[src/dhis_map.vh]
`ifndef DHIS_MAP_VH
`define DHIS_MAP_VH
`define DHIS_ADDR_FIXED      5'h07
`define DHIS_ADDR_FIXED_MSB  6
`define DHIS_ADDR_FIXED_LSB  2
`define DHIS_RW_BIT          0
`define DHIS_RW_WRITE        1'h0
`define DHIS_RW_READ         1'h1
`define DHIS_CLK_HZ          10000000
`define DHIS_MAX_SCL_HZ      100000
`define DHIS_SCL_PERIOD_CYC  (`DHIS_CLK_HZ / `DHIS_MAX_SCL_HZ)
`define DHIS_BITS_PER_BYTE   4'h8
`endif

[src/dhis_i2c_slave.v]
`timescale 1ns/1ns
`include "dhis_map.vh"
// Function
// RULE_01 - Strap low selects I2C slave mode using SDA data and SCL clock.
// RULE_02 - Mode strap captured during reset; high selects the 4-wire mode instead.
// RULE_03 - Address is fixed 0,0,1,1,1 then high strap, then low strap.
// RULE_04 - Strap low gives address bit 0, strap high gives 1.
// RULE_05 - Host opens each transfer with START, then the address byte.
// RULE_06 - Address byte carries seven address bits first, direction bit last.
// RULE_07 - On address match, device pulls SDA low in the ninth clock.
// RULE_08 - Direction 0 means host writes; 1 means host reads.
// RULE_09 - Direction holds for the whole transfer until STOP.
// RULE_10 - Exactly one data byte follows the address byte.
// RULE_11 - Standard mode only, SCL at most 100 kbps.
// RULE_12 - On mismatch, SDA stays released until the next START.
module dhis_i2c_slave (
  input  wire       clk_i,
  input  wire       rst_i,
  input  wire       mode_select_strap_i,
  input  wire       addr_strap_low_i,
  input  wire       addr_strap_high_i,
  input  wire       scl_i,
  input  wire       sda_i,
  output reg        sda_o,
  output reg        sda_oe_o,
  output reg        i2c_mode_o,
  output reg [7:0]  rx_data_o,
  output reg        rx_valid_o,
  input  wire [7:0] tx_data_i,
  output reg        tx_taken_o,
  output reg        busy_o
);
  localparam ST_IDLE  = 3'h0;
  localparam ST_ADDR  = 3'h1;
  localparam ST_AACK  = 3'h2;
  localparam ST_WDATA = 3'h3;
  localparam ST_WACK  = 3'h4;
  localparam ST_RDATA = 3'h5;
  localparam ST_RACK  = 3'h6;
  localparam ST_WAIT  = 3'h7;

  reg [2:0] scl_sync_reg;
  reg [2:0] sda_sync_reg;
  reg       scl_reg;
  reg       sda_reg;
  reg [6:0] own_addr_reg;
  reg [2:0] state_reg;
  reg [3:0] bit_cnt_reg;
  reg [7:0] shift_reg;
  reg       dir_reg;

  wire scl_rise = ~scl_reg & scl_sync_reg[2] & scl_sync_reg[1];
  wire scl_fall = scl_reg & ~scl_sync_reg[2] & ~scl_sync_reg[1];
  wire sda_new_ok = (sda_sync_reg[2] == sda_sync_reg[1]);
  wire sda_new = sda_sync_reg[2];
  wire start_det = scl_reg & sda_new_ok & sda_reg & ~sda_new;
  wire stop_det  = scl_reg & sda_new_ok & ~sda_reg & sda_new;

  // Byte boundary shared by address, write and read paths
  function byte_done;
    input [3:0] cnt;
    begin
      byte_done = (cnt == `DHIS_BITS_PER_BYTE);
    end
  endfunction

  // Serial receive shift, MSB first
  function [7:0] shift_in;
    input [7:0] cur;
    input       bit_in;
    begin
      shift_in = {cur[6:0], bit_in};
    end
  endfunction

  // Open drain: a zero is sent by pulling low, a one by releasing
  function pull_for;
    input bit_val;
    begin
      pull_for = ~bit_val;
    end
  endfunction

  // Pins cross from the host domain; change counts when stages 2 and 3 agree
  always @(posedge clk_i) begin
    scl_sync_reg <= {scl_sync_reg[1:0], scl_i};
    sda_sync_reg <= {sda_sync_reg[1:0], sda_i};
    if (rst_i) begin
      scl_reg <= 1'b1;
      sda_reg <= 1'b1;
    end else begin
      if (scl_sync_reg[2] == scl_sync_reg[1])
        scl_reg <= scl_sync_reg[2];
      if (sda_new_ok)
        sda_reg <= sda_new;
    end
  end

  // RULE_02 strap capture in reset
  // Straps are sampled while reset is held, so a live pin change later is ignored
  always @(posedge clk_i) begin
    if (rst_i) begin
      i2c_mode_o   <= ~mode_select_strap_i;
      // RULE_03 address from straps
      // RULE_04 strap level to bit
      own_addr_reg <= {`DHIS_ADDR_FIXED, addr_strap_high_i, addr_strap_low_i};
    end
  end

  // RULE_11 standard mode sampling: 10 MHz gives about 100 samples per SCL period
  always @(posedge clk_i) begin
    if (rst_i) begin
      state_reg   <= ST_IDLE;
      bit_cnt_reg <= 4'h0;
      shift_reg   <= 8'h00;
      dir_reg     <= `DHIS_RW_WRITE;
      sda_o       <= 1'b0;
      sda_oe_o    <= 1'b0;
      rx_data_o   <= 8'h00;
      rx_valid_o  <= 1'b0;
      tx_taken_o  <= 1'b0;
      busy_o      <= 1'b0;
    end else begin
      rx_valid_o <= 1'b0;
      tx_taken_o <= 1'b0;
      // RULE_01 idle unless I2C mode
      if (!i2c_mode_o) begin
        state_reg <= ST_IDLE;
        sda_oe_o  <= 1'b0;
        busy_o    <= 1'b0;
      // RULE_05 START opens transfer
      end else if (start_det) begin
        state_reg   <= ST_ADDR;
        bit_cnt_reg <= 4'h0;
        sda_oe_o    <= 1'b0;
        busy_o      <= 1'b1;
      // RULE_09 STOP ends transfer
      end else if (stop_det) begin
        state_reg <= ST_IDLE;
        sda_oe_o  <= 1'b0;
        busy_o    <= 1'b0;
      end else begin
        case (state_reg)
          ST_IDLE: begin
            sda_oe_o <= 1'b0;
          end
          // RULE_06 address bits MSB first, direction last
          ST_ADDR: begin
            if (scl_rise) begin
              shift_reg   <= shift_in(shift_reg, sda_reg);
              bit_cnt_reg <= bit_cnt_reg + 4'h1;
            end else if (scl_fall && byte_done(bit_cnt_reg)) begin
              bit_cnt_reg <= 4'h0;
              if (shift_reg[7:1] == own_addr_reg) begin
                // RULE_07 acknowledge in ninth clock
                sda_oe_o  <= 1'b1;
                // RULE_08 direction decode
                dir_reg   <= shift_reg[`DHIS_RW_BIT];
                state_reg <= ST_AACK;
              end else begin
                // RULE_12 mismatch keeps SDA released
                state_reg <= ST_WAIT;
              end
            end
          end
          ST_AACK: begin
            if (scl_fall) begin
              if (dir_reg == `DHIS_RW_READ) begin
                sda_oe_o   <= pull_for(tx_data_i[7]);
                shift_reg  <= {tx_data_i[6:0], 1'b0};
                tx_taken_o <= 1'b1;
                bit_cnt_reg <= 4'h1;
                state_reg  <= ST_RDATA;
              end else begin
                sda_oe_o  <= 1'b0;
                state_reg <= ST_WDATA;
              end
            end
          end
          ST_WDATA: begin
            if (scl_rise) begin
              shift_reg   <= shift_in(shift_reg, sda_reg);
              bit_cnt_reg <= bit_cnt_reg + 4'h1;
            end else if (scl_fall && byte_done(bit_cnt_reg)) begin
              // Counter cleared so no stale count survives into the wait state
              bit_cnt_reg <= 4'h0;
              sda_oe_o   <= 1'b1;
              rx_data_o  <= shift_reg;
              rx_valid_o <= 1'b1;
              state_reg  <= ST_WACK;
            end
          end
          ST_WACK: begin
            if (scl_fall) begin
              sda_oe_o  <= 1'b0;
              // RULE_10 single byte only
              state_reg <= ST_WAIT;
            end
          end
          ST_RDATA: begin
            if (scl_fall) begin
              if (byte_done(bit_cnt_reg)) begin
                sda_oe_o  <= 1'b0;
                state_reg <= ST_RACK;
              end else begin
                sda_oe_o    <= pull_for(shift_reg[7]);
                shift_reg   <= {shift_reg[6:0], 1'b0};
                bit_cnt_reg <= bit_cnt_reg + 4'h1;
              end
            end
          end
          ST_RACK: begin
            // Master answer ignored: only one byte is ever sent
            if (scl_fall)
              state_reg <= ST_WAIT;
          end
          ST_WAIT: begin
            sda_oe_o <= 1'b0;
          end
          default: begin
            state_reg <= ST_IDLE;
            sda_oe_o  <= 1'b0;
          end
        endcase
      end
    end
  end
endmodule

[config.mk]
export PLATFORM = sky130hd
export DESIGN_NAME = dhis_i2c_slave
export DESIGN_NICKNAME = d
export VERILOG_FILES = /design/src/dhis_i2c_slave.v
export VERILOG_INCLUDE_DIRS = /design/src
export SDC_FILE = /design/constraint.sdc
export NUM_CORES = 1
export LEC_CHECK = 0
export BUFFER_PORTS_ARGS = -buffer_cell sky130_fd_sc_hd__buf_4
export CORE_AREA = 2 2 84 66
export DETAILED_ROUTE_END_ITERATION = 6
export DIE_AREA = 0 0 86 68
export SKIP_LAST_GASP = 1
export SYNTH_ARGS = -nofsm -noshare
export SYNTH_HDL_FRONTEND = slang
export SYNTH_SLANG_ARGS = --single-unit
[constraint.sdc]
create_clock -name clk_i -period 2.1 [get_ports clk_i]
set_input_delay 0.315 -clock clk_i [delete_from_list [all_inputs] [get_ports clk_i]]
set_output_delay 0.315 -clock clk_i [all_outputs]
set_load 0.05 [all_outputs]
==> reports/results.txt, run 1 <==
worst slew pin tran - 0.545 ns
CTS Buf Count - 5
FF+latch area - 818 µm²
Routed Antenna Nets - 0
n_diodes - 0
Seq pwr share - 51.3%
unique cell type count in the Yosys netlist - 52
Syn Nets - 221
Mean Syn Cell Area - 9.45 µm²
LEAKAGE - 0.996 nW
Hold WC Path Type - primary input to register
RSZ-0062 raised after global routing - no
Gate Count Post-Synth - 204
Rel. slew slack - 63.3%
clock power share - 39.5%
routed len/inst - 13.4 µm
GP Congestion - 0.852
Filler cells - 473
Post-CTS Hold Buffers - 0
Core ar. - 5090 µm²
post-synth design cell area - 1930 µm²
Inst Count DP - 298
multi-input logic area - 1050 µm²
Arr. time, crit path - 2.22 ns
gr usage total - 14.7%
clk slew on worst S/H paths - 0.07 ns
sw power - 341 µW
cell internal pwr - 1.19 mW
initial antenna violation count - 0
final setup TNS - 0 ns
Pwr Total - 1.53 mW
number of synthesized flops with an enable pin - 3
Via density - 5.16
routed wire length - 4100 µm
FP Rows - 23
die area - 5850 µm²
number of port buffers - 27
Clk Latency, worst-skew pair - 0.29 ns
number of global-route vias before repair - 1378
DIE HEIGHT - 68 µm
asr flop ratio synth - 0%
CTS Buffer Depth - 2
Period Utilization, post-route - 96.0%
Gate power share - 9.1%
Seq/Total Area, Yosys - 42.1%
DRC viols - 0
register bit total from synthesis - 39
max-slew violations - 0
most used flip-flop cell after synthesis - dfxtp_1
Clock Sink Count - 39
CP endpoint kind - register
Warnings, synthesis - 0
kind of critical path - register to register
pin count of the biggest net entering global routing - 39
routed via count - 1584
most common cell after layout, fill and taps aside - buf_4
initial core utilization - 37.8%
die width - 86 µm
most frequent cells in the layout - 43 x buf_4, 32 x dfxtp_1, 31 x nor2_1
total I/O pin count - 29
Nets - 261
Worst EP required - 2.31 ns
Max Cap Viol - 0
HPWL after DPL - 2970 µm
Max Clk Rate - 496 MHz
share of layout cells above drive strength 1 - 28.6%
Final Hold Viols - 0
Sw Share - 22.3%
fin util - 47.1%
status - completed
iteration-0 DRC count of the detailed router - 102
CTS tree - built
Setup Skew - 0.00553 ns
fin cells - 307
Setup Viol. Count Final - 0
drt pass-1 iters - 4
Root Driver - clkbuf_8
H-tree depth - 2
fin crit period - 2.02 ns
critical-path maximum fanout - 6
Pwr per Cell Area - 637 nW/µm²
peak supply drop - 0.000510 V
Layout area overhead - 24.5%
total grt overflow - 0
first-pass GRT wire length - 6610 µm
CP startpoint kind - register
[timing repair]
item / CTS / global route
setup endpoints to repair: 0 / 9
buffers inserted: 0 / 1
gates resized for setup: 0 / 6
[cells in the mapped netlist, drive strengths merged (2+ instances only)]
master | count | share of area [%]
dfxtp | 36 | 37
nor2 | 31 | 6.0
mux2i | 16 | 8.3
nor2b | 12 | 3.9
a21oi | 9 | 2.5
o21ai | 9 | 2.3
mux2 | 8 | 4.7
clkbuf | 7 | 1.4
inv | 6 | 1.2
nand3b | 6 | 2.3
nand2 | 4 | 0.78
nand2b | 4 | 1.3
a211oi | 3 | 1.2
buf | 3 | 0.97
edfxtp | 3 | 4.7
nor3b | 3 | 1.4
o31ai | 3 | 1.9
a31oi | 2 | 0.65
and3b | 2 | 0.91
ha | 2 | 1.3
nand3 | 2 | 0.52
nand4b | 2 | 0.91
nor4 | 2 | 0.65
o21bai | 2 | 0.78
o221ai | 2 | 0.91
or3 | 2 | 0.65
or3b | 2 | 1.0
or4b | 2 | 1.2
xor2 | 2 | 0.91
[kinds of logic (layout without fill, tap and decap cells)]
family | Yosys count | after routing | share of synthesized area (%)
AO/OA/AOI/OAI | 39 | 39 | 14.5
XOR/XNOR | 2 | 2 | 0.909
adder cells (fa/ha/maj) | 3 | 3 | 1.82
buffers and inverters | 16 | 57 | 3.51
flip-flops | 39 | 39 | 42.1
multiplexers | 24 | 24 | 13.0
other | 1 | 1 | 0.195
AND/OR/NAND/NOR | 80 | 80 | 24.0
[metrics by stage]
| stage | worst slack [ns] | cell area (µm²) | hold WS [ns] |
|---|---|---|---|
| 2_1_floorplan | 0.0672 | 1930 | 0.310 |
| 3_3_place_gp | 0.0853 | 2270 | 0.312 |
| 3_5_place_dp | 0.0285 | 2270 | 0.312 |
| 4_1_cts | 0.0131 | 2380 | 0.118 |
| 5_1_grt | 0.00452 | 2400 | 0.116 |
| 6_report | 0.0843 | 2400 | 0.128 |
[final cells by class]
class                      count  area share, %
multi-input combinational    149           43.8
sequential                    39           34.1
timing repair buffer          43           13.5
tap                           62           3.23
clock buffer                   7           3.18
clock inverter                 1           1.25
inverter                       6          0.939
[critical path: stages (launching register included)]
cell and delay (ns):
dfxtp_4 0.36, or3b_4 0.43, o31ai_4 0.25, a21oi_2 0.12, or4b_4 0.54, a221oi_2 0.24
[path summary, 6_finish.rpt]
path / start / endpoint / slack, ns / cells past startpoint
worst max-delay path: scl_sync_reg[1] / bit_cnt_reg[3] / 0.08 / 5
worst min-delay path: sda_i / sda_sync_reg[0] / 0.13 / 1
worst max register to register: scl_sync_reg[1] / bit_cnt_reg[3] / 0.08 / 5
worst min register to register: scl_sync_reg[0] / scl_sync_reg[1] / 0.33 / 0
[power by group through the flow]
stage | sequential [mW] | clock, mW | combinational, mW
after floorplan | 0.805 | 0 | 0.0773
after global placement | 0.801 | 0 | 0.138
after detailed placement | 0.801 | 0 | 0.138
after CTS | 0.784 | 0.621 | 0.138
after global routing | 0.787 | 0.644 | 0.152
final | 0.785 | 0.604 | 0.140
[layer usage]
layer | GRT usage (%) | up-vias | wire [µm]
met5 | 0 | - | 0
met4 | 4.76 | 0 | 34
met3 | 3.86 | 4 | 167
met2 | 21.5 | 30 | 1720
met1 | 20.9 | 742 | 2180
li1 | - | 808 | -
(Power assumes the default switching activity.)
==> inputs of run 2 (changes only) <==
Settings changed: CORE_AREA 2 2 84 66 to 2 2 75 59, DIE_AREA 0 0 86 68 to 0 0 77 61, PLACE_DENSITY from default to 0.73.
Clock period 2.1 ns to 1.8 ns, I/O delays scaled along.
==> run 2 against run 1 <==
  * The flow now finishes with violations (setup timing)
  * Combinational power grew 51%
  * Global-route usage grew 5.7 points
  * Sequential share of layout area shrank 3.0 points
  * Via count grew 6.6%
  * Clock-buffer cell count shrank 1
  * Non-clock buffer count grew 22
  * Wire length grew 12%
  * Clock power shrank 3%
==> reports/results.txt, run 2 (synthesis results as in run 1) <==
Nets - 283 (+8.4%)
die width - 77 µm (-10%)
worst hold path startpoint - sda_i
Max Clk Rate - 513 MHz (+3.3%)
Reg-to-Reg End - bit_cnt_reg[3]
fin crit period - 1.95 ns (-0.0646 ns)
Placed Area - 2430 µm² (+6.9%)
Setup Skew - 0.00317 ns (-0.00236 ns)
H-tree depth - 2 (unchanged)
Hold WC Path Type - primary input to register
Routed met2 length - 1940 µm (+13%)
FP Rows - 20 (-13%)
Hold Path Cell Cnt - 1 (unchanged)
DRC viols - 0 (unchanged)
M1 wire length - 2360 µm (+8.2%)
peak supply drop - 0.000566 V (+11%)
Via density - 5.25 (+1.7%)
DIE HEIGHT - 61 µm (-10%)
routed len/inst - 14.3 µm (+6.8%)
initial antenna violation count - 0 (unchanged)
kind of critical path - register to register
DR WL met3 - 250 µm (+50%)
HPWL after DPL - 3180 µm (+7.1%)
Core ar. - 3950 µm² (-22%)
failing checks - setup timing
share of layout cells above drive strength 1 - 38.2% (+9.6 points)
Post-CTS Hold Buffers - 0 (unchanged)
CTS Buffer Depth - 2 (unchanged)
clk slew on worst S/H paths - 0.08 ns (about the same)
FF-to-FF setup slack - -0.15 ns (-0.24 ns)
fin util - 66.3% (+19 points)
Setup Viol. Count Final - 11 (+11)
n_diodes - 0 (unchanged)
CTS Buf Count - 5 (unchanged)
pin count of the biggest net entering global routing - 39 (unchanged)
Pwr per Cell Area - 651 nW/µm² (+2.2%)
LEAKAGE - 1.11 nW (+12%)
die area - 4700 µm² (-20%)
total grt overflow - 0 (unchanged)
gr usage total - 20.3% (+5.7 points)
status - complete, but fails checks
routed wire length - 4590 µm (+12%)
worst reg2reg path depth - 5 (unchanged)
Final WS setup - -0.151 ns (-0.235 ns)
max-slew violations - 0 (unchanged)
Worst Hold End - sda_sync_reg[0]
Post-Layout Inst Area - 2620 µm² (+9.2%)
most common cell after layout, fill and taps aside - buf_4
number of port buffers - 27 (unchanged)
first-pass GRT wire length - 7330 µm (+11%)
CP startpoint kind - register
Worst EP required - 2.02 ns (-0.29 ns)
CP endpoint kind - register
RSZ-0062 raised after global routing - yes
uppermost layer routed - met4
Layout area overhead - 36.0%
iteration-0 DRC count of the detailed router - 126 (+24%)
Routed Antenna Nets - 0 (unchanged)
Arr. time, crit path - 2.17 ns (-0.05 ns)
Worst setup startpoint - scl_sync_reg[2]
Max Cap Viol - 0 (unchanged)
pre-CTS WS - -0.222 ns (-0.250 ns)
Period Utilization, post-route - 108% (+12 points)
Pwr Total - 1.71 mW (+12%)
critical-path maximum fanout - 4 (-2)
routed via count - 1689 (+6.6%)
total I/O pin count - 29 (unchanged)
Root Driver - clkbuf_8
GP Congestion - 0.871 (+2.2%)
Clock Sink Count - 39 (unchanged)
initial core utilization - 48.7% (+11 points)
Final Hold Viols - 0 (unchanged)
CTS tree - built
worst reg2reg path startpoint - scl_sync_reg[2]
number of global-route vias before repair - 1487 (+7.9%)
most frequent cells in the layout - 61 x buf_4, 33 x dfxtp_1, 30 x nor2_1
Clk Latency, worst-skew pair - 0.29 ns (about the same)
drt pass-1 iters - 4 (unchanged)
Filler cells - 344 (-27%)
-- run 2: report_power, final --
part	internal, mW	leakage [nW]	total, mW	switching [mW]
Sequential	0.894	0.322	0.909	0.0150
Clock	0.271	0.0412	0.586	0.315
Combinational	0.105	0.751	0.211	0.106
-- run 2: repair_timing --
item	CTS	global route
buffers inserted	3	1
endpoints found under the setup margin	14	21
pin swaps	13	6
resized for setup	14	8
cloned	0	0
-- run 2: worst max-delay path by stage --
stage	endpoint	slack, ns	cells past startpoint
after CTS	bit_cnt_reg[3]	-0.16	5
after global placement	bit_cnt_reg[3]	-0.18	7
after detailed placement	bit_cnt_reg[3]	-0.22	7
after global routing	bit_cnt_reg[3]	-0.22	5
after floorplan	bit_cnt_reg[3]	-0.19	6
final	bit_cnt_reg[3]	-0.15	5
-- run 2: layer usage --
layer  vias to the layer above  track usage, %
met2                        46            29.4
li1                        862               -
met4                         0            5.36
met1                       777            29.8
met5                         -               0
met3                         4            5.95
-- run 2: critical path: stages, from the launching register on --
cell	delay, ns
dfxtp_1	0.31
or3b_4	0.43
o31ai_4	0.26
a21oi_2	0.12
or4b_4	0.52
a221oi_2	0.23
-- run 2: final cells by class --
cell class | count | area [µm²] | area share (%)
Multi-Input combinational cell | 149 | 1120 | 42.6
Sequential cell | 39 | 815 | 31.1
Timing Repair Buffer | 65 | 512 | 19.5
Clock buffer | 6 | 72.6 | 2.77
Tap cell | 55 | 68.8 | 2.63
Inverter | 6 | 22.5 | 0.860
Clock inverter | 2 | 12.5 | 0.478
-- run 2: per-stage QoR --
step                TNS, ns  instances  hold slack, ns
finish                -1.06        322          0.0726
global route          -2.23        322          0.0558
CTS                   -1.19        321          0.0668
detailed placement    -1.63        310           0.313
global placement     -0.965        310           0.310
floorplan             -1.38        204           0.298
